File: src/verilog/uds_pkg.sv
// Shared constants, types and helpers of the serial data and status block
package uds_pkg;

	// ------------------------------------------------------------
	// Register map (byte addresses, one 32-bit word each)
	// ------------------------------------------------------------
	localparam int         ADDR_W       = 8;
	localparam int         DIV_W        = 12;
	localparam logic [7:0] OFS_DATA     = 8'h00;
	localparam logic [7:0] OFS_STATUS_A = 8'h04;
	localparam logic [7:0] OFS_CTRL_B   = 8'h08;
	localparam logic [7:0] OFS_FRAME    = 8'h0c;
	localparam logic [7:0] OFS_DIVISOR  = 8'h10;

	// ------------------------------------------------------------
	// Field positions
	// ------------------------------------------------------------
	localparam int STA_RXC   = 7;
	localparam int STA_TXC   = 6;
	localparam int STA_UDRE  = 5;
	localparam int STA_FE    = 4;
	localparam int STA_DOR   = 3;
	localparam int STA_PE    = 2;
	localparam int STA_U2X   = 1;
	localparam int STA_MPCM  = 0;
	localparam int CTB_RXCIE = 7;
	localparam int CTB_RXEN  = 4;
	localparam int CTB_TXEN  = 3;
	localparam int FRM_PAR   = 4;
	localparam int FRM_STOP  = 3;
	localparam int FRM_SIZE  = 1;

	// ------------------------------------------------------------
	// Reset values and timing
	// ------------------------------------------------------------
	localparam logic [7:0]       RST_STATUS_A = 8'h20;
	localparam logic [7:0]       RST_CTRL_B   = 8'h00;
	localparam logic [7:0]       RST_FRAME    = 8'h06;
	localparam logic [DIV_W-1:0] RST_DIVISOR  = 12'h000;
	localparam int               OSR_NORMAL   = 16;
	localparam int               OSR_DOUBLE   = 8;

	// ------------------------------------------------------------
	// Carriers
	// ------------------------------------------------------------
	typedef struct packed {
		logic [1:0] charSize;
		logic       twoStop;
		logic [1:0] parMode;
		logic       dblSpeed;
	} uds_frame_cfg_t;

	typedef struct packed {
		logic [7:0] data;
		logic       frameErr;
		logic       parityErr;
		logic       addrBit;
	} uds_rx_char_t;

	// ------------------------------------------------------------
	// Helpers
	// ------------------------------------------------------------
	function automatic logic [7:0] uds_mask(input logic [7:0] d, input logic [1:0] size);
		return d & (8'hff >> (2'd3 - size));
	endfunction

	function automatic logic uds_parity(input logic [7:0] d, input logic odd);
		return (^d) ^ odd;
	endfunction

	function automatic logic [3:0] uds_last_tick(input logic dbl);
		return dbl ? 4'(OSR_DOUBLE - 1) : 4'(OSR_NORMAL - 1);
	endfunction

	function automatic logic [2:0] uds_last_bit(input logic [1:0] size);
		return 3'd4 + {1'b0, size};
	endfunction

endpackage

File: src/verilog/uds_tx_shift.sv
// Transmit shift register and frame sequencer
`timescale 1ns/100ps
module uds_tx_shift import uds_pkg::*; (
	input  wire logic     clk,
	input  wire logic     rst,
	input  wire logic     sampleTick,
	input  uds_frame_cfg_t cfg,
	input  wire logic     load,
	input  wire logic [7:0] data,
	output logic          line,
	output logic          busy,
	output logic          done
);
	typedef enum logic [4:0] {
		TX_IDLE  = 5'b00001,
		TX_START = 5'b00010,
		TX_DATA  = 5'b00100,
		TX_PAR   = 5'b01000,
		TX_STOP  = 5'b10000
	} uds_tx_state_t;

	typedef struct packed {
		uds_tx_state_t state;
		logic [7:0]    shift;
		logic [2:0]    bitCnt;
		logic [3:0]    tickCnt;
		logic          par;
		logic          stopLeft;
		logic          line;
		logic          done;
	} uds_tx_reg_t;

	uds_tx_reg_t s_r;
	uds_tx_reg_t s_nxt;
	logic        bitEdge;

	assign bitEdge = sampleTick && s_r.tickCnt == uds_last_tick(cfg.dblSpeed);
	assign line    = s_r.line;
	assign busy    = s_r.state != TX_IDLE;
	assign done    = s_r.done;

	always_comb begin
		s_nxt = s_r;
		s_nxt.done = 1'b0;
		if (sampleTick && s_r.state != TX_IDLE) begin
			s_nxt.tickCnt = bitEdge ? 4'd0 : s_r.tickCnt + 4'd1;
		end
		case (s_r.state)
			TX_IDLE: begin
				s_nxt.line = 1'b1;
				if (load) begin
					s_nxt.state   = TX_START;
					s_nxt.shift   = uds_mask(data, cfg.charSize);
					s_nxt.par     = uds_parity(uds_mask(data, cfg.charSize), cfg.parMode[0]);
					s_nxt.tickCnt = 4'd0;
					s_nxt.line    = 1'b0;
				end
			end
			TX_START: if (bitEdge) begin
				s_nxt.state  = TX_DATA;
				s_nxt.line   = s_r.shift[0];
				s_nxt.shift  = s_r.shift >> 1;
				s_nxt.bitCnt = 3'd0;
			end
			TX_DATA: if (bitEdge) begin
				if (s_r.bitCnt != uds_last_bit(cfg.charSize)) begin
					s_nxt.bitCnt = s_r.bitCnt + 3'd1;
					s_nxt.line   = s_r.shift[0];
					s_nxt.shift  = s_r.shift >> 1;
				end else if (cfg.parMode[1]) begin
					s_nxt.state = TX_PAR;
					s_nxt.line  = s_r.par;
				end else begin
					s_nxt.state    = TX_STOP;
					s_nxt.line     = 1'b1;
					s_nxt.stopLeft = cfg.twoStop;
				end
			end
			TX_PAR: if (bitEdge) begin
				s_nxt.state    = TX_STOP;
				s_nxt.line     = 1'b1;
				s_nxt.stopLeft = cfg.twoStop;
			end
			TX_STOP: if (bitEdge) begin
				if (s_r.stopLeft) begin
					s_nxt.stopLeft = 1'b0;
				end else begin
					s_nxt.state = TX_IDLE;
					s_nxt.done  = 1'b1;
				end
			end
			default: s_nxt.state = TX_IDLE;
		endcase
		if (rst) begin
			s_nxt       = '0;
			s_nxt.state = TX_IDLE;
			s_nxt.line  = 1'b1;
		end
	end

	always_ff @(posedge clk) begin
		s_r <= s_nxt;
	end
endmodule // uds_tx_shift

File: src/verilog/uds_rx_shift.sv
// Receive sampler and shift register, oversampled at mid-bit
`timescale 1ns/100ps
module uds_rx_shift import uds_pkg::*; (
	input  wire logic      clk,
	input  wire logic      rst,
	input  wire logic      enable,
	input  wire logic      sampleTick,
	input  uds_frame_cfg_t cfg,
	input  wire logic      rxLine,
	output logic           startSeen,
	output logic           done,
	output uds_rx_char_t   ch
);
	typedef enum logic [4:0] {
		RX_IDLE  = 5'b00001,
		RX_START = 5'b00010,
		RX_DATA  = 5'b00100,
		RX_PAR   = 5'b01000,
		RX_STOP  = 5'b10000
	} uds_rx_state_t;

	typedef struct packed {
		uds_rx_state_t state;
		logic [3:0]    tickCnt;
		logic [2:0]    bitCnt;
		logic [7:0]    shift;
		logic          parErr;
		uds_rx_char_t  ch;
		logic          done;
		logic          startSeen;
	} uds_rx_reg_t;

	uds_rx_reg_t s_r;
	uds_rx_reg_t s_nxt;
	logic        bitEdge;

	assign bitEdge   = sampleTick && s_r.tickCnt == uds_last_tick(cfg.dblSpeed);
	assign startSeen = s_r.startSeen;
	assign done      = s_r.done;
	assign ch        = s_r.ch;

	always_comb begin
		s_nxt = s_r;
		s_nxt.done      = 1'b0;
		s_nxt.startSeen = 1'b0;
		if (sampleTick) begin
			s_nxt.tickCnt = bitEdge ? 4'd0 : s_r.tickCnt + 4'd1;
		end
		case (s_r.state)
			RX_IDLE: if (sampleTick && !rxLine) begin
				s_nxt.state     = RX_START;
				s_nxt.tickCnt   = 4'd0;
				s_nxt.startSeen = 1'b1;
			end
			// Recheck at mid start bit rejects glitches
			RX_START: if (sampleTick && s_r.tickCnt == (uds_last_tick(cfg.dblSpeed) >> 1)) begin
				s_nxt.tickCnt = 4'd0;
				s_nxt.state   = rxLine ? RX_IDLE : RX_DATA;
				s_nxt.bitCnt  = 3'd0;
				s_nxt.shift   = 8'h00;
				s_nxt.parErr  = 1'b0;
			end
			RX_DATA: if (bitEdge) begin
				s_nxt.shift[s_r.bitCnt] = rxLine;
				if (s_r.bitCnt == uds_last_bit(cfg.charSize)) begin
					s_nxt.state = cfg.parMode[1] ? RX_PAR : RX_STOP;
				end else begin
					s_nxt.bitCnt = s_r.bitCnt + 3'd1;
				end
			end
			RX_PAR: if (bitEdge) begin
				s_nxt.parErr = uds_parity(s_r.shift, cfg.parMode[0]) != rxLine;
				s_nxt.state  = RX_STOP;
			end
			RX_STOP: if (bitEdge) begin
				s_nxt.state        = RX_IDLE;
				s_nxt.done         = 1'b1;
				s_nxt.ch.data      = s_r.shift;
				s_nxt.ch.frameErr  = !rxLine;
				s_nxt.ch.parityErr = s_r.parErr;
				s_nxt.ch.addrBit   = rxLine;
			end
			default: s_nxt.state = RX_IDLE;
		endcase
		if (rst || !enable) begin
			s_nxt       = '0;
			s_nxt.state = RX_IDLE;
		end
	end

	always_ff @(posedge clk) begin
		s_r <= s_nxt;
	end
endmodule // uds_rx_shift

File: src/verilog/uds_top.sv
// Serial data port, status flags and control registers behind an APB slave
//
// Implementation choices: the register addresses and the APB slave port.
`timescale 1ns/100ps
// ----------------------------------------------------------------
module uds_top import uds_pkg::*; (
	input  wire logic              clk,
	input  wire logic              rst,
	input  wire logic              psel,
	input  wire logic              penable,
	input  wire logic              pwrite,
	input  wire logic [ADDR_W-1:0] paddr,
	input  wire logic [31:0]       pwdata,
	output logic [31:0]            prdata,
	output logic                   pready,
	output logic                   pslverr,
	input  wire logic              globalIrqEnable,
	input  wire logic              txcIrqAck,
	input  wire logic              rxLine,
	output logic                   txLine,
	output logic                   txLineOe,
	output logic                   rxIrq
);
	// ------------------------------------------------------------
	// State
	// ------------------------------------------------------------
	typedef struct packed {
		logic                rxcIe;
		logic                rxEn;
		logic                txEn;
		logic                txActive;
		logic                mpcm;
		uds_frame_cfg_t      cfg;
		logic [DIV_W-1:0]    divisor;
		logic [DIV_W-1:0]    baudCnt;
		logic                sampleTick;
		logic [7:0]          transmit_holding_buffer;
		logic                txbFull;
		logic                txc;
		logic                dor;
		uds_rx_char_t [1:0]  fifo;
		logic [1:0]          cnt;
		uds_rx_char_t        pend;
		logic                pendValid;
		logic                popArm;
		logic                pready;
		logic                pslverr;
		logic [31:0]         prdata;
		logic                rxIrq;
	} uds_top_reg_t;

	uds_top_reg_t s_r;
	uds_top_reg_t s_nxt;
	logic         setupPh;
	logic         accessPh;
	logic         popNow;
	logic         txLoad;
	logic         txBusy;
	logic         txDone;
	logic         rxStart;
	logic         rxDone;
	logic         rxAccept;
	uds_rx_char_t rxCh;

	function automatic logic regHit(input logic [ADDR_W-1:0] a);
		return a == OFS_DATA || a == OFS_STATUS_A || a == OFS_CTRL_B ||
			a == OFS_FRAME || a == OFS_DIVISOR;
	endfunction

	function automatic uds_frame_cfg_t frameOf(input logic [7:0] v, input logic dbl);
		uds_frame_cfg_t f;
		f.charSize = v[FRM_SIZE +: 2];
		f.twoStop  = v[FRM_STOP];
		f.parMode  = v[FRM_PAR +: 2];
		f.dblSpeed = dbl;
		return f;
	endfunction

	function automatic logic [7:0] statusOf(input uds_top_reg_t st);
		logic [7:0] v;
		v            = 8'h00;
		v[STA_RXC]   = st.cnt != 2'd0;
		v[STA_TXC]   = st.txc;
		v[STA_UDRE]  = !st.txbFull;
		v[STA_FE]    = st.cnt != 2'd0 && st.fifo[0].frameErr;
		v[STA_DOR]   = st.dor;
		v[STA_PE]    = st.cnt != 2'd0 && st.fifo[0].parityErr;
		v[STA_U2X]   = st.cfg.dblSpeed;
		v[STA_MPCM]  = st.mpcm;
		return v;
	endfunction

	// ------------------------------------------------------------
	// Serial engines
	// ------------------------------------------------------------
	uds_tx_shift u_tx (
		.clk        (clk),
		.rst        (rst),
		.sampleTick (s_r.sampleTick),
		.cfg        (s_r.cfg),
		.load       (txLoad),
		.data       (s_r.transmit_holding_buffer),
		.line       (txLine),
		.busy       (txBusy),
		.done       (txDone)
	);

	uds_rx_shift u_rx (
		.clk        (clk),
		.rst        (rst),
		.enable     (s_r.rxEn),
		.sampleTick (s_r.sampleTick),
		.cfg        (s_r.cfg),
		.rxLine     (rxLine),
		.startSeen  (rxStart),
		.done       (rxDone),
		.ch         (rxCh)
	);

	assign setupPh  = psel && !penable;
	assign accessPh = psel && penable && s_r.pready;
	assign popNow   = accessPh && !pwrite && s_r.popArm;
	assign txLoad   = s_r.txActive && s_r.txbFull && !txBusy;
	assign rxAccept = rxDone && !(s_r.mpcm && !rxCh.addrBit);

	assign prdata   = s_r.prdata;
	assign pready   = s_r.pready;
	assign pslverr  = s_r.pslverr;
	assign txLineOe = s_r.txActive;
	assign rxIrq    = s_r.rxIrq;

	// ------------------------------------------------------------
	// Next state
	// ------------------------------------------------------------
	always_comb begin
		s_nxt = s_r;
		s_nxt.pready     = 1'b0;
		s_nxt.pslverr    = 1'b0;
		s_nxt.popArm     = 1'b0;
		s_nxt.sampleTick = 1'b0;

		// Oversampling tick every divisor+1 clocks
		if (s_r.baudCnt == '0) begin
			s_nxt.baudCnt    = s_r.divisor;
			s_nxt.sampleTick = 1'b1;
		end else begin
			s_nxt.baudCnt = s_r.baudCnt - 1'b1;
		end

		// Read data is captured in setup so the access phase needs no wait
		if (setupPh) begin
			s_nxt.pready  = 1'b1;
			s_nxt.pslverr = !regHit(paddr);
			s_nxt.prdata  = 32'h0000_0000;
			if (!pwrite) begin
				case (paddr)
					OFS_DATA: begin
						s_nxt.prdata[7:0] = s_r.cnt != 2'd0 ? s_r.fifo[0].data : 8'h00;
						s_nxt.popArm      = s_r.cnt != 2'd0;
					end
					OFS_STATUS_A: s_nxt.prdata[7:0] = statusOf(s_r);
					OFS_CTRL_B: begin
						s_nxt.prdata[CTB_RXCIE] = s_r.rxcIe;
						s_nxt.prdata[CTB_RXEN]  = s_r.rxEn;
						s_nxt.prdata[CTB_TXEN]  = s_r.txEn;
					end
					OFS_FRAME: begin
						s_nxt.prdata[FRM_SIZE +: 2] = s_r.cfg.charSize;
						s_nxt.prdata[FRM_STOP]      = s_r.cfg.twoStop;
						s_nxt.prdata[FRM_PAR +: 2]  = s_r.cfg.parMode;
					end
					OFS_DIVISOR: s_nxt.prdata[DIV_W-1:0] = s_r.divisor;
					default: s_nxt.prdata = 32'h0000_0000;
				endcase
			end
		end

		if (txcIrqAck) begin
			s_nxt.txc = 1'b0;
		end

		if (accessPh && pwrite) begin
			case (paddr)
				OFS_DATA: if (!s_r.txbFull) begin
					s_nxt.transmit_holding_buffer     = pwdata[7:0];
					s_nxt.txbFull = 1'b1;
				end
				OFS_STATUS_A: begin
					if (pwdata[STA_TXC]) begin
						s_nxt.txc = 1'b0;
					end
					s_nxt.cfg.dblSpeed = pwdata[STA_U2X];
					s_nxt.mpcm         = pwdata[STA_MPCM];
				end
				OFS_CTRL_B: begin
					s_nxt.rxcIe = pwdata[CTB_RXCIE];
					s_nxt.rxEn  = pwdata[CTB_RXEN];
					s_nxt.txEn  = pwdata[CTB_TXEN];
				end
				OFS_FRAME: s_nxt.cfg = frameOf(pwdata[7:0], s_r.cfg.dblSpeed);
				OFS_DIVISOR: begin
					s_nxt.divisor = pwdata[DIV_W-1:0];
					s_nxt.baudCnt = pwdata[DIV_W-1:0];
				end
				default: ;
			endcase
		end

		// Transmit side; completion set wins over a same-cycle clear
		if (txLoad) begin
			s_nxt.txbFull = 1'b0;
		end
		if (txDone && !s_r.txbFull) begin
			s_nxt.txc = 1'b1;
		end
		// Old buffer state keeps the line owned across the load cycle
		s_nxt.txActive = s_r.txEn ||
			(s_r.txActive && (txBusy || s_r.txbFull || s_nxt.txbFull));

		// Receive FIFO: pop, then refill from the waiting character, then push
		if (popNow && s_r.cnt != 2'd0) begin
			s_nxt.fifo[0] = s_r.fifo[1];
			s_nxt.cnt     = s_r.cnt - 2'd1;
			s_nxt.dor     = 1'b0;
		end
		if (s_r.pendValid && s_nxt.cnt != 2'd2) begin
			s_nxt.fifo[s_nxt.cnt[0]] = s_r.pend;
			s_nxt.cnt                = s_nxt.cnt + 2'd1;
			s_nxt.pendValid          = 1'b0;
		end
		if (rxAccept) begin
			if (s_nxt.cnt != 2'd2) begin
				s_nxt.fifo[s_nxt.cnt[0]] = rxCh;
				s_nxt.cnt                = s_nxt.cnt + 2'd1;
			end else if (!s_nxt.pendValid) begin
				s_nxt.pend      = rxCh;
				s_nxt.pendValid = 1'b1;
			end
		end
		if (rxStart && s_r.cnt == 2'd2 && s_r.pendValid) begin
			s_nxt.dor = 1'b1;
		end
		if (!s_r.rxEn) begin
			s_nxt.cnt       = 2'd0;
			s_nxt.pendValid = 1'b0;
			s_nxt.dor       = 1'b0;
		end

		s_nxt.rxIrq = s_r.rxcIe && globalIrqEnable && s_r.cnt != 2'd0;

		if (rst) begin
			s_nxt              = '0;
			s_nxt.cfg          = frameOf(RST_FRAME, RST_STATUS_A[STA_U2X]);
			s_nxt.mpcm         = RST_STATUS_A[STA_MPCM];
			s_nxt.txbFull      = !RST_STATUS_A[STA_UDRE];
			s_nxt.rxcIe        = RST_CTRL_B[CTB_RXCIE];
			s_nxt.rxEn         = RST_CTRL_B[CTB_RXEN];
			s_nxt.txEn         = RST_CTRL_B[CTB_TXEN];
			s_nxt.divisor      = RST_DIVISOR;
			s_nxt.baudCnt      = RST_DIVISOR;
		end
	end

	always_ff @(posedge clk) begin
		s_r <= s_nxt;
	end
endmodule // uds_top

File: config.mk
export PLATFORM = sky130hd
export DESIGN_NAME = uds_top
export DESIGN_NICKNAME = d
export VERILOG_FILES = /design/src/verilog/uds_pkg.sv /design/src/verilog/uds_tx_shift.sv /design/src/verilog/uds_rx_shift.sv /design/src/verilog/uds_top.sv
export SDC_FILE = /design/constraint.sdc
export NUM_CORES = 1
export LEC_CHECK = 0
export BUFFER_PORTS_ARGS = -buffer_cell sky130_fd_sc_hd__buf_2
export CORE_UTILIZATION = 55
export CTS_BUF_LIST = sky130_fd_sc_hd__clkbuf_16
export CTS_CLUSTER_SIZE = 24
export DETAILED_ROUTE_END_ITERATION = 8
export PLACE_DENSITY = 0.84
export SYNTH_ARGS = -nofsm -noshare
export SYNTH_HDL_FRONTEND = slang
export SYNTH_SLANG_ARGS = --single-unit
File: constraint.sdc
create_clock -name clk -period 8.7 [get_ports clk]
set_input_delay 0.87 -clock clk [delete_from_list [all_inputs] [get_ports clk]]
set_output_delay 0.87 -clock clk [all_outputs]
set_load 0.02 [all_outputs]
======== After elaboration in Yosys (flattened, before gate mapping) ========
Index checks and enable logic that the tools add are counted.
storage, ports and cells
  register bits ........................... 177
  bits in latches ......................... 0
  RAM bits ................................ 0
  bits in read-only memories .............. 0
  output and inout bits ................... 37
  logic and storage cells ................. 290
  memories kept ........................... 0
cells by class
  add/subtract/negate cells ............... 10
  $mul .................................... 0
  div/mod/pow operators ................... 0
  $lt $le $gt $ge ......................... 6
  eq/ne operators ......................... 40
  shifts and indexed selects .............. 1
  muxes and demuxes ....................... 86
  bitwise operators ....................... 13
  reduce and logical (&&, ||, !) cells .... 80
operators with widths
  cell                                                    number
  2-to-1 mux 12 bit                                       6
  2-to-1 mux 5 bit                                        11
  one-hot mux 5 bit (5 select lines)                      2
  2-to-1 mux 24 bit                                       2
  bitwise mux 22 bit                                      2
  2-to-1 mux 11 bit                                       4
  2-to-1 mux 36 bit                                       1
  2-to-1 mux 34 bit                                       1
  2-to-1 mux 16 bit                                       2
  logical AND 1 bit                                       28
  2-to-1 mux 13 bit                                       2
  2-to-1 mux 4 bit                                        6
  one-hot mux 8 bit (3 select lines)                      1
  demux 11 bit (select 1 bit)                             2
  2-to-1 mux 1 bit                                        22
  inequality test 2 x 1 -> 1 bit (second input constant)  11
  one-hot mux 11 bit (2 select lines)                     1
  2-to-1 mux 21 bit                                       1
  equality test 8 x 4 -> 1 bit (second input constant)    2
  parity 8 bit                                            2
  inequality test 2 bit (second input constant)           7
  zero test 12 bit                                        1
  one-hot mux 1 bit (4 select lines)                      3
  AND reduction 2 bit                                     6
  other kinds (55)                                        110

======== Longest topological paths before layout ========
Gate-level depths: netlist of the first run.
  word-level depth ........................ 19
  mapped depth ............................ 16

======== Cells and area by module ========
Synthesis of the first run repeated with hierarchy kept, for this count alone.
unflattened totals
  cell total of the unflattened synthesis .. 902
  area, all modules ....................... 8057.7 um^2
modules (own cells, without submodules)
  module        instances  cells an instance  area an instance (um^2)  seq. area each (um^2)
  uds_top       1          534                4787.1                   1921.8
  uds_rx_shift  1          192                1749.2                   680.7
  uds_tx_shift  1          176                1521.5                   480.5

======== Worst setup path after synthesis of the first run ========
OpenSTA, ideal clock, no wires.
  kind .................................... input-to-reg
  start point ............................. input pwrite
  end point ............................... register s_r[69] (netlist name)
  library setup time ...................... 0.086 ns
  arrival time ............................ 3.479 ns
  required time ........................... 8.614 ns
  setup slack ............................. 5.136 ns
  stages on the path ...................... 14
  path buffers ............................ 1
  cells stage by stage .................... nor3b_1 -> nand4_2 -> mux2_2 -> inv_1 -> ha_1 -> nor2b_1 -> xnor3_1 -> inv_1 -> ha_1 -> nor2_1 -> nand2_1 -> clkbuf_1 -> nor2_1 -> a211oi_1
on the way
  word-level cells in the longest chain between the ends .. 15
RTL lines
  element                                                                                           RTL line        source
  start, declared                                                                                   uds_top.sv:11   input wire logic pwrite,
  zero test 1 bit *                                                                                 n/a
  logical AND 1 bit * (2 in a row)                                                                  uds_top.sv:122  assign popNow = accessPh && !pwrite && s_r.popArm;
  logical AND 1 bit *                                                                               uds_top.sv:221  if (popNow && s_r.cnt != 2'd0) begin
  2-to-1 mux 13 bit *                                                                               uds_top.sv:221
  parallel branches: the longest is 2 deep, another holds adder 2 x 1 -> 2 bit                      n/a
  2-to-1 mux 24 bit *                                                                               uds_top.sv:226  if (s_r.pendValid && s_nxt.cnt != 2'd2) begin
  less-than comparator 1 x 2 -> 1 bit (implied by the code) or >= comparator 1 bit (tied branches)  uds_top.sv:233  s_nxt.fifo[s_nxt.cnt[0]] = rxCh;
  logical AND 1 bit (implied by the code)                                                           uds_top.sv:233
  2-to-1 mux 11 bit (implied by the code)                                                           uds_top.sv:233
  demux 11 bit (select 1 bit)                                                                       uds_top.sv:233
  bitwise mux 22 bit                                                                                uds_top.sv:233
  2-to-1 mux 24 bit                                                                                 uds_top.sv:232  if (s_nxt.cnt != 2'd2) begin
  2-to-1 mux 36 bit *                                                                               uds_top.sv:231  if (rxAccept) begin
  end signal, assigned                                                                              uds_top.sv:265  s_r <= s_nxt;
  end, declared                                                                                     uds_top.sv:52   uds_top_reg_t s_r;
Every way passes the cells marked *.
A chain may end at the register's enable or synchronous reset.

======== Final worst setup path of the first run ========
  start point ............................. register s_r[48] (netlist name)
  end point ............................... register s_r[54] (netlist name)
on the way
  word-level cells in the longest chain between the ends .. 13
RTL lines
  element                                                                                           RTL line
  parallel branches: the longest is 2 deep, another holds subtractor 2 x 1 -> 2 bit                 n/a
  2-to-1 mux 13 bit *                                                                               uds_top.sv:221
  parallel branches: the longest is 2 deep, another holds adder 2 x 1 -> 2 bit                      n/a
  2-to-1 mux 24 bit *                                                                               uds_top.sv:226
  less-than comparator 1 x 2 -> 1 bit (implied by the code) or >= comparator 1 bit (tied branches)  uds_top.sv:233
  logical AND 1 bit (implied by the code)                                                           uds_top.sv:233
  2-to-1 mux 11 bit (implied by the code)                                                           uds_top.sv:233
  demux 11 bit (select 1 bit)                                                                       uds_top.sv:233
  bitwise mux 22 bit                                                                                uds_top.sv:233
  2-to-1 mux 24 bit                                                                                 uds_top.sv:232
  2-to-1 mux 36 bit *                                                                               uds_top.sv:231
Marks and branches as above.

==> impl_metrics.tcl, run 1 <==
set metrics [dict create \
    via_per_inst 5.87 \
    finClkSkew_ns 0.0109 \
    finalSetupTns_ns 0 \
    finalInstanceArea_um2 8550 \
    dpl.hpwl_um 11800 \
    synth-compound-area-share 0.165 \
    worst-path-stages 13 \
    clockBufferDepth 2 \
    postCtsResizedCells 0 \
    synth_area_um2 7890 \
    grt_overflow_total 0 \
    synthArstFlopShare 0 \
    dr.pass1.iters 8 \
    status "finished clean" \
    nets 960 \
    row_count 43 \
    grt_start_max_net_pins 77 \
    vias 6420 \
    synth_seq_area_share 0.391 \
    timing.hold.worst.class "reg -> reg" \
    coreArea_um2 13900 \
    insertedDiodeCount 0 \
    ys_ff_latch 154 \
    antenna_found_initial 0 \
    root_buffer "clkbuf_16" \
    rsz0062_at_grt "false" \
    max_freq_mhz 230 \
    drive_gt1_frac 0.120 \
    io_pins 85 \
    numCtsBuffers 17 \
    ir_drop_mv 0.142 \
    track_usage 0.243 \
    ys_top_cells_by_area "dfxtp_1 (39%), mux2i_1 (9.4%), nor2_1 (5.0%), nand2_1 (4.0%), buf_4 (3.2%)" \
    clkTransAtPathRegs_ns 0.06 \
    powerDensity_nw_per_um2 202 \
    cp.buffers_inverters 3 \
    grt_pass1_wl_um 28300 \
    critical-path-top-delay-family "simple AND/OR/NAND/NOR gates" \
    cts_tree "done" \
    syn-instance-count 902 \
    die_height_um 122 \
    ys_types 73 \
    drv_cap 0 \
    maxSlewHeadroom 0.280 \
    setup_viol 0 \
    required_ns 9.06 \
    die_area_um2 14800 \
    yosys_most_used_dff "dfxtp_1" \
    worstSkewPairLatency_ns 0.43 \
    yosys-mux-area-fraction 0.0953 \
    yosysTopAreaCell "dfxtp_1" \
    cpMaxStageDelayCell "nor4_2" \
    synth_fa_ha_area_frac 0.0159 \
    startpoint_type "flip-flop" \
    critPathKind "reg -> reg" \
    yosys_warnings 0 \
    synth-simple-area-share 0.216 \
    yosysTopAreaCellShare 0.391 \
    hold_viol_final 0 \
    antenna_left 0 \
    hold_buffers 0 \
    synth_top_family_by_area "simple AND/OR/NAND/NOR gates" \
    worst_pin_slew_ns 1.07 \
    crit_path_cell_trace "inv_1, ha_1, nor3b_1, nand4_2, mux2_2, inv_1, ha_1, nor2b_1, xnor3_1, inv_1, ha_1, nor4_2, a32o_1" \
    place.gp.congestion 0.869 \
    cts_setup_buffers 0 \
    initial_core_util 0.566 \
    cp.arrival_ns 4.71 \
    grt_pass1_vias 5805 \
    p_leak_uw 0.00328 \
    syn_area_per_cell_um2 8.75 \
    maxSlewViolCount 0 \
    fin_crit_ns 4.35 \
    finalWirelength_um 17500 \
    syn_to_final_growth_pct 8.36 \
    end_kind "flip-flop" \
    drtIter0Drc 464 \
    drt_drc_violations_left 0 \
    slowest_delay_ns 0.94 \
    synth-edff-count 0 \
    die_w_um 122 \
    worst-path-max-fanout 14 \
    io_buffers 44 \
    clkSinkCount 154 \
    hold_depth 2 \
    period_share 0.500 \
    synth_xor_area_frac 0.0461 \
    h-tree-depth 4 \
    placed_area_um2 7950 \
    wire_per_inst_um 16.0 \
    ff2ff_path_depth 13 \
]
final cells by class:
class | count | area [µm²]
Clock inverter | 14 | 174
Inverter | 16 | 60.1
Tap cell | 180 | 225
Timing Repair Buffer | 47 | 245
Clock buffer | 17 | 425
Sequential cell | 154 | 3080
Fill cell | 1138 | 5380
Multi-Input combinational cell | 666 | 4340
worst paths after layout:
kind | slack [ns] | from | to
max | 4.35 | s_r[48] | s_r[54]
min | 0.45 | prdata[6] | prdata[6]
max reg2reg | 4.35 | s_r[48] | s_r[54]
min reg2reg | 0.45 | prdata[6] | prdata[6]
per-layer routing:
layer  routed length [µm]  up-vias  part of all wire  track usage
li1                     -     3173                 -            -
met1                 7980     3019              0.46        0.313
met2                 8180      192              0.47        0.391
met3                  902       36             0.051       0.0609
met4                  455        0             0.026       0.0895
met5                    0        -                 0            0
Yosys cell counts, drive strengths merged, types with 4 or more instances:
master	number
dfxtp	154
nor2	106
nand2	84
mux2i	74
a21oi	48
buf	48
clkbuf	37
o21ai	29
xnor2	29
a211oi	21
nand3	19
o211ai	19
nand2b	18
nor3	17
a22oi	16
inv	16
or2	14
nor4	13
a32o	11
nor2b	11
ha	10
xor2	10
nand3b	8
o31ai	8
or3	7
a32oi	5
and3	5
nand4	5
and2	4
nand4b	4
nor3b	4
o21a	4
or4	4
report_power, final:
| part | switching (µW) | total [µW] | internal [µW] |
|---|---|---|---|
| sequential | 21.9 | 750 | 728 |
| combinational | 129 | 228 | 99.3 |
| clock | 299 | 749 | 450 |
| total | 450 | 1730 | 1280 |
layout by cell type (no fill, tap or decap), drive strengths merged, types with 8 or more instances in the layout:
cell / count
inv: 17
nand2: 84
nor4: 13
nand2b: 18
xnor2: 29
nand3b: 8
dfxtp: 154
buf: 47
a32o: 11
o211ai: 19
clkbuf: 17
a211oi: 21
xor2: 10
nand3: 19
ha: 10
nor2: 106
conb: 20
a21oi: 48
nor2b: 11
mux2i: 74
nor3: 17
o21ai: 29
o31ai: 8
or2: 14
a22oi: 16
metrics by stage:
stage / worst slack (ns) / utilization / cells / total power (µW) / hold WS (ns)
after floorplan: 5.14 / - / 921 / 955 / 0.426
after global placement: 4.20 / 0.571 / 1063 / 982 / 0.435
after detailed placement: 4.07 / 0.571 / 1063 / 987 / 0.447
after CTS: 4.36 / 0.614 / 1094 / 1730 / 0.461
after global routing: 3.93 / 0.614 / 1094 / 1800 / 0.469
final: 4.35 / 0.614 / 1094 / 1730 / 0.453
cell families (layout without fill, tap and decap cells):
kind of cell / Yosys count / count (layout)
AND/OR/NAND/NOR: 333 / 333
AO/OA/AOI/OAI: 188 / 188
flip-flops: 154 / 154
buffers and inverters: 101 / 94
multiplexers: 75 / 75
XOR/XNOR: 40 / 40
adder cells (fa/ha/maj): 10 / 10
other: 1 / 20
worst register-to-register path, delay by kind of cell (launching register included):
| kind | cells | cell delay (ns) |
|---|---|---|
| multiplexers | 1 | 0.43 |
| AO/OA/AOI/OAI | 1 | 0.22 |
| AND/OR/NAND/NOR | 4 | 2.08 |
| buffers and inverters | 3 | 0.23 |
| XOR/XNOR | 1 | 0.32 |
| flip-flops | 1 | 0.33 |
| adder cells (fa/ha/maj) | 3 | 0.69 |
sequential cells by signal, indices dropped and copies added (netlist names), 11 cells and up:
register	cells
prdata	12
s_r	80
u_rx.ch	11
u_rx.s_r	21
u_tx.s_r	22
No activity file was read; power rests on OpenSTA's default activity.
==> inputs of run 2 (changes only) <==
- ABC_AREA: not set -> 1
- CORE_UTILIZATION: 55 -> 54
- PLACE_DENSITY: 0.84 -> 0.86
- clock period: 8.7 -> 3.68 ns (I/O delays scaled with it)
==> run 2 against run 1 <==
Register-to-register slack worse by 4.0 ns. Clock skew down 0.0031 ns. Maximum frequency is 31% higher. Worst setup slack worse by 4.0 ns. Cell count increased by 33%. Critical path type unchanged. Critical endpoint is now s_r[55]. Largest cell class unchanged.
==> impl_metrics.tcl, run 2 <==
set metrics [dict create \
    hold_buffers 0 \
    utilization 0.608 \
    grt_pass1_wl_um 31700 \
    hold_viol_final 0 \
    critPathLaunch "s_r[48]" \
    root_buffer "clkbuf_16" \
    p_leak_uw 0.00403 \
    io_pins 85 \
    synthArstFlopShare 0 \
    grt_start_max_net_pins 57 \
    yosys_warnings 0 \
    top_regs "s_r x80, u_tx.s_r x22, u_rx.s_r x21" \
    cts_tree "done" \
    drive_gt1_frac 0.0919 \
    maxSlewHeadroom 0.480 \
    syn-instance-count 1238 \
    dpl.hpwl_um 13400 \
    ir_drop_mv 0.345 \
    ff2ff_path_depth 17 \
    synth-edff-count 0 \
    synth.most_common_cell "nand2_1" \
    timing.hold.worst.class "in -> reg" \
    max_freq_mhz 301 \
    finClkSkew_ns 0.00783 \
    clkTransAtPathRegs_ns 0.06 \
    worst_slack_ns 0.355 \
    via_per_inst 5.28 \
    final_common_cell "nand2_1" \
    ys_types 42 \
    worst-path-max-fanout 20 \
    initial_core_util 0.554 \
    grt_pass1_vias 6722 \
    die_height_um 124 \
    ys_ff_latch 154 \
    maxSlewViolCount 0 \
    synth_area_um2 8080 \
    fin_crit_ns 3.33 \
    syn_area_per_cell_um2 6.53 \
    yosysTopAreaCell "dfxtp_1" \
    r2r_start "s_r[48]" \
    track_usage 0.252 \
    largest_register_ffs 80 \
    drt_drc_violations_left 0 \
    drtIter0Drc 818 \
    antenna_found_initial 0 \
    n_fill_cell 1263 \
    required_ns 4.00 \
    synth_seq_area_share 0.381 \
    h-tree-depth 4 \
    p_total_uw 4600 \
    vias 7699 \
    status "finished clean" \
    dr.pass1.iters 5 \
    worstSkewPairLatency_ns 0.43 \
    powerDensity_nw_per_um2 519 \
    timing.rr.end "s_r[55]" \
    reg2reg_setup_slack_ns 0.35 \
    critPathKind "reg -> reg" \
    numCtsBuffers 17 \
    antenna_left 0 \
    yosys_most_used_dff "dfxtp_1" \
    wire_per_inst_um 13.1 \
    startpoint_type "flip-flop" \
    die_w_um 124 \
    clkSinkCount 154 \
    period_share 0.904 \
    pre_cts_ws_ns 0.206 \
    syn_to_final_growth_pct 9.68 \
    coreArea_um2 14600 \
    cp.arrival_ns 3.65 \
    clockBufferDepth 2 \
    finalWirelength_um 19100 \
    finalSetupTns_ns 0 \
    insertedDiodeCount 0 \
    rsz0062_at_grt "false" \
    ys_top_cells_by_area "dfxtp_1 (38%), nand2_1 (16%), nor2_1 (7.9%), nand3_1 (6.3%), inv_1 (6.2%)" \
    nets 1319 \
    io_buffers 44 \
    endpoint "s_r[55]" \
    grt_overflow_total 0 \
    die_area_um2 15500 \
    yosysTopAreaCellShare 0.381 \
    drv_cap 0 \
    synthTopCellsByCount "nand2_1 (334), nor2_1 (171), dfxtp_1 (154), inv_1 (134), nand3_1 (101)" \
    layout_common_cells "nand2_1 (334), nor2_1 (169), dfxtp_1 (154)" \
    worst_pin_slew_ns 0.777 \
    end_kind "flip-flop" \
    place.gp.congestion 0.915 \
    top_register "s_r" \
    setup_viol 0 \
    row_count 44 \
]
==> run 2: worst min path at each step <==
stage	start	endpoint	slack [ns]	depth (start not counted)
floorplan	s_r[118]	rxIrq	0.41	2
global placement	s_r[82]	s_r[82]	0.43	2
detailed placement	s_r[82]	s_r[82]	0.44	2
CTS	pwdata[8]	s_r[104]	0.21	3
global route	pwdata[8]	s_r[104]	0.22	3
finish	pwdata[8]	s_r[104]	0.21	3
==> run 2: stage by stage <==
stage               cell area (µm²)  instances  hold WS [ns]
finish                         8860       1457         0.214
global route                   8860       1457         0.221
CTS                            8850       1457         0.207
detailed placement             8250       1426         0.441
global placement               8250       1426         0.434
floorplan                      8150       1257         0.414
==> run 2: repair_timing <==
| item | CTS | global route |
|---|---|---|
| gates resized for setup | 0 | 3 |
| setup endpoints to repair | 0 | 20 |
| setup buffers | 0 | 0 |
==> run 2: area by class of cell <==
type                            instances  area (µm²)  area share
Clock buffer                           17         425      0.0480
Clock inverter                         14         180      0.0203
Inverter                              141         534      0.0603
Multi-Input combinational cell        896        4140       0.467
Sequential cell                       154        3080       0.348
Tap cell                              184         230      0.0260
Timing Repair Buffer                   51         273      0.0308
==> run 2: power breakdown <==
part / internal (µW) / switching, µW / total (µW)
Clock: 1120 / 691 / 1810
Combinational: 315 / 613 / 928
Sequential: 1780 / 80.1 / 1860
Total: 3210 / 1380 / 4600
==> run 2: routing by layer <==
layer / global-route usage / vias to the layer above / share of wire
met5: 0 / - / 0
li1: - / 3938 / -
met4: 0.108 / 0 / 0.029
met1: 0.327 / 3451 / 0.45
met3: 0.0537 / 50 / 0.058
met2: 0.402 / 260 / 0.47
==> run 2: worst max-delay path, cell delays in order, from the launching register on <==
cell	delay [ns]
dfxtp_1	0.34
inv_1	0.09
ha_1	0.30
nor2_1	0.13
nand2_1	0.15
o21ai_2	0.21
nand2_1	0.14
ha_1	0.25
nor2_2	0.17
inv_1	0.13
nand3_1	0.19
nand2_1	0.11
ha_1	0.25
nor2_2	0.21
nand3_1	0.10
buf_4	0.22
o21ai_0	0.18
nor2_1	0.05
==> run 2: cell families after synthesis <==
logic type,count (synthesis),share of synthesized area
AND/OR/NAND/NOR,660,0.346
XOR/XNOR,14,0.0152
adder cells (fa/ha/maj),10,0.0155
other,1,0.000464
AO/OA/AOI/OAI,192,0.124
buffers and inverters,207,0.117
flip-flops,154,0.381
==> inputs of run 3 (changes only) <==
- SYNTH_HIERARCHICAL: not set -> 1
==> run 3 against run 2 <==
Global-route usage decreased by 0.24 points. Count of clock-buffer cells in the layout unchanged. Via count increased by 7.1%. Wire length increased by 6.2%. Non-clock buffer count increased by 1. Critical path depth unchanged. Critical endpoint is now s_r[38]. Die area increased by 9.0%. Cell count increased by 8.0%. Synthesized cell count increased by 8.0%. Highest routed layer unchanged. Utilization decreased by 1.6 points. Power decreased by 1.6%.
==> impl_metrics.tcl, run 3 <==
set metrics [dict create \
    insertedDiodeCount 0 \
    yosysTopAreaCell "dfxtp_1" \
    antenna_found_initial 0 \
    clockBufferDepth 2 \
    placed_area_um2 8830 \
    nets 1403 \
    timing.hold.worst.class "in -> reg" \
    grt_start_max_net_pins 49 \
    numCtsBuffers 17 \
    yosysTopAreaCellShare 0.349 \
    ir_drop_mv 0.358 \
    period_share 0.912 \
    status "finished clean" \
    h-tree-depth 4 \
    worst_pin_slew_ns 0.736 \
    top_register "s_r" \
    root_buffer "clkbuf_16" \
    cts_tree "done" \
    max_freq_mhz 298 \
    met2_usage 0.427 \
    hold_buffers 0 \
    clkSinkCount 154 \
    grt_pass1_vias 7454 \
    dpl.hpwl_um 14400 \
    largest_register_ffs 80 \
    via_per_inst 5.24 \
    critPathKind "reg -> reg" \
    setup_viol 0 \
    drt_drc_violations_left 0 \
    n_fill_cell 1416 \
    row_count 46 \
    synthTopCellsByCount "nand2_1 (369), nor2_1 (180), dfxtp_1 (154), inv_1 (128), nand3_1 (120)" \
    clkTransAtPathRegs_ns 0.06 \
    dr.pass1.iters 6 \
    rsz0062_at_grt "false" \
    initial_core_util 0.553 \
    ys_top_cells_by_area "dfxtp_1 (35%), nand2_1 (16%), nor2_1 (7.7%), nand3_1 (6.8%), inv_1 (5.4%)" \
    cp.arrival_ns 3.65 \
    worstSkewPairLatency_ns 0.43 \
    met1_usage 0.307 \
    finalWirelength_um 20300 \
    yosys_most_used_dff "dfxtp_1" \
    track_usage 0.249 \
    worst-path-max-fanout 14 \
    required_ns 3.97 \
    maxSlewViolCount 0 \
    grt_overflow_total 0 \
    powerDensity_nw_per_um2 480 \
    antenna_left 0 \
    startpoint_type "flip-flop" \
    synth-edff-count 0 \
    die_area_um2 16900 \
    syn_area_per_cell_um2 6.60 \
    top_regs "s_r x80, u_tx/s_r x22, u_rx/s_r x21" \
    die_height_um 130 \
    synth_area_um2 8820 \
    wire_per_inst_um 12.9 \
    maxSlewHeadroom 0.507 \
    grt_use_met3 0.0533 \
    synth_seq_area_share 0.349 \
    p_leak_uw 0.00422 \
    coreArea_um2 15900 \
    io_pins 85 \
    fin_crit_ns 3.36 \
    vias 8244 \
    drive_gt1_frac 0.124 \
    io_buffers 44 \
    drtIter0Drc 693 \
    ys_types 46 \
    layout_common_cells "nand2_1 (369), nor2_1 (180), dfxtp_1 (154)" \
    syn-instance-count 1337 \
    finalSetupTns_ns 0 \
    utilization 0.591 \
    ys_ff_latch 154 \
    finalInstanceArea_um2 9430 \
    holdWs_ns 0.180 \
    hold_viol_final 0 \
    finClkSkew_ns 0.00855 \
    cts_setup_buffers 0 \
    yosys_warnings 6 \
    grt_busiest_layer "met2" \
    grt_pass1_wl_um 33600 \
    end_kind "flip-flop" \
    synth.most_common_cell "nand2_1" \
    die_w_um 130 \
    place.gp.congestion 0.882 \
    synthArstFlopShare 0 \
    syn_to_final_growth_pct 6.88 \
    final_common_cell "nand2_1" \
    drv_cap 0 \
]
run 3: final cells by class:
class | count | area, µm² | area share
clock inverters | 15 | 163 | 0.0173
clock buffers | 17 | 425 | 0.0451
repair buffers | 52 | 280 | 0.0297
flip-flops and latches | 154 | 3080 | 0.327
inverters | 141 | 532 | 0.0564
well taps | 216 | 270 | 0.0287
multi-input cells | 979 | 4680 | 0.496
run 3: stage by stage:
stage / setup slack [ns] / std cells / power (µW)
floorplan: 0.594 / 1356 / 2640
global placement: 0.414 / 1542 / 2750
detailed placement: 0.262 / 1542 / 2790
CTS: 0.217 / 1574 / 4540
global route: 0.0664 / 1574 / 4790
finish: 0.322 / 1574 / 4520
run 3: critical path, cell delays in order, from the launching register on:
cell	delay, ns
dfxtp_1	0.36
inv_1	0.10
ha_1	0.28
inv_4	0.13
nand2_2	0.08
nor2_4	0.11
nand3_2	0.11
nand2_1	0.10
inv_1	0.05
ha_1	0.21
nor2_2	0.12
inv_1	0.09
or2_2	0.31
nand2_1	0.08
ha_1	0.19
nand3_1	0.44
o21ai_0	0.37
a21oi_1	0.07
run 3: logic make-up after synthesis:
group / share of synthesized area
simple gates: 0.388
buf+inv: 0.129
compound gates: 0.106
flops: 0.349
xor+xnor: 0.0119
fa+ha+maj: 0.0142
other cells: 0.000425
run 3: timing repair:
item / 4_1_cts / 5_1_grt
hold endpoints to repair: 0 / 0
setup endpoints to repair: 0 / 7
gates resized for setup: 0 / 2
run 3: worst paths after layout:
check                   from        end  slack [ns]  cells past startpoint
min reg2reg        prdata[9]  prdata[9]        0.46                      2
min          globalIrqEnable      rxIrq        0.18                      3
max                  s_r[48]    s_r[38]        0.32                     17
max reg2reg          s_r[48]    s_r[38]        0.32                     17
run 3: per-layer routing:
layer	up-vias	part of all wire	wire length, µm
li1	4208	-	-
met1	3709	0.44	8850
met2	282	0.48	9740
met3	45	0.063	1270
met4	0	0.023	475
met5	-	0	0
run 3: power by group:
part	switching (µW)	internal, µW	total, µW	leakage (µW)
clock	744	1010	1750	0.000279
sequential	70.3	1760	1830	0.00125
combinational	622	315	937	0.00270
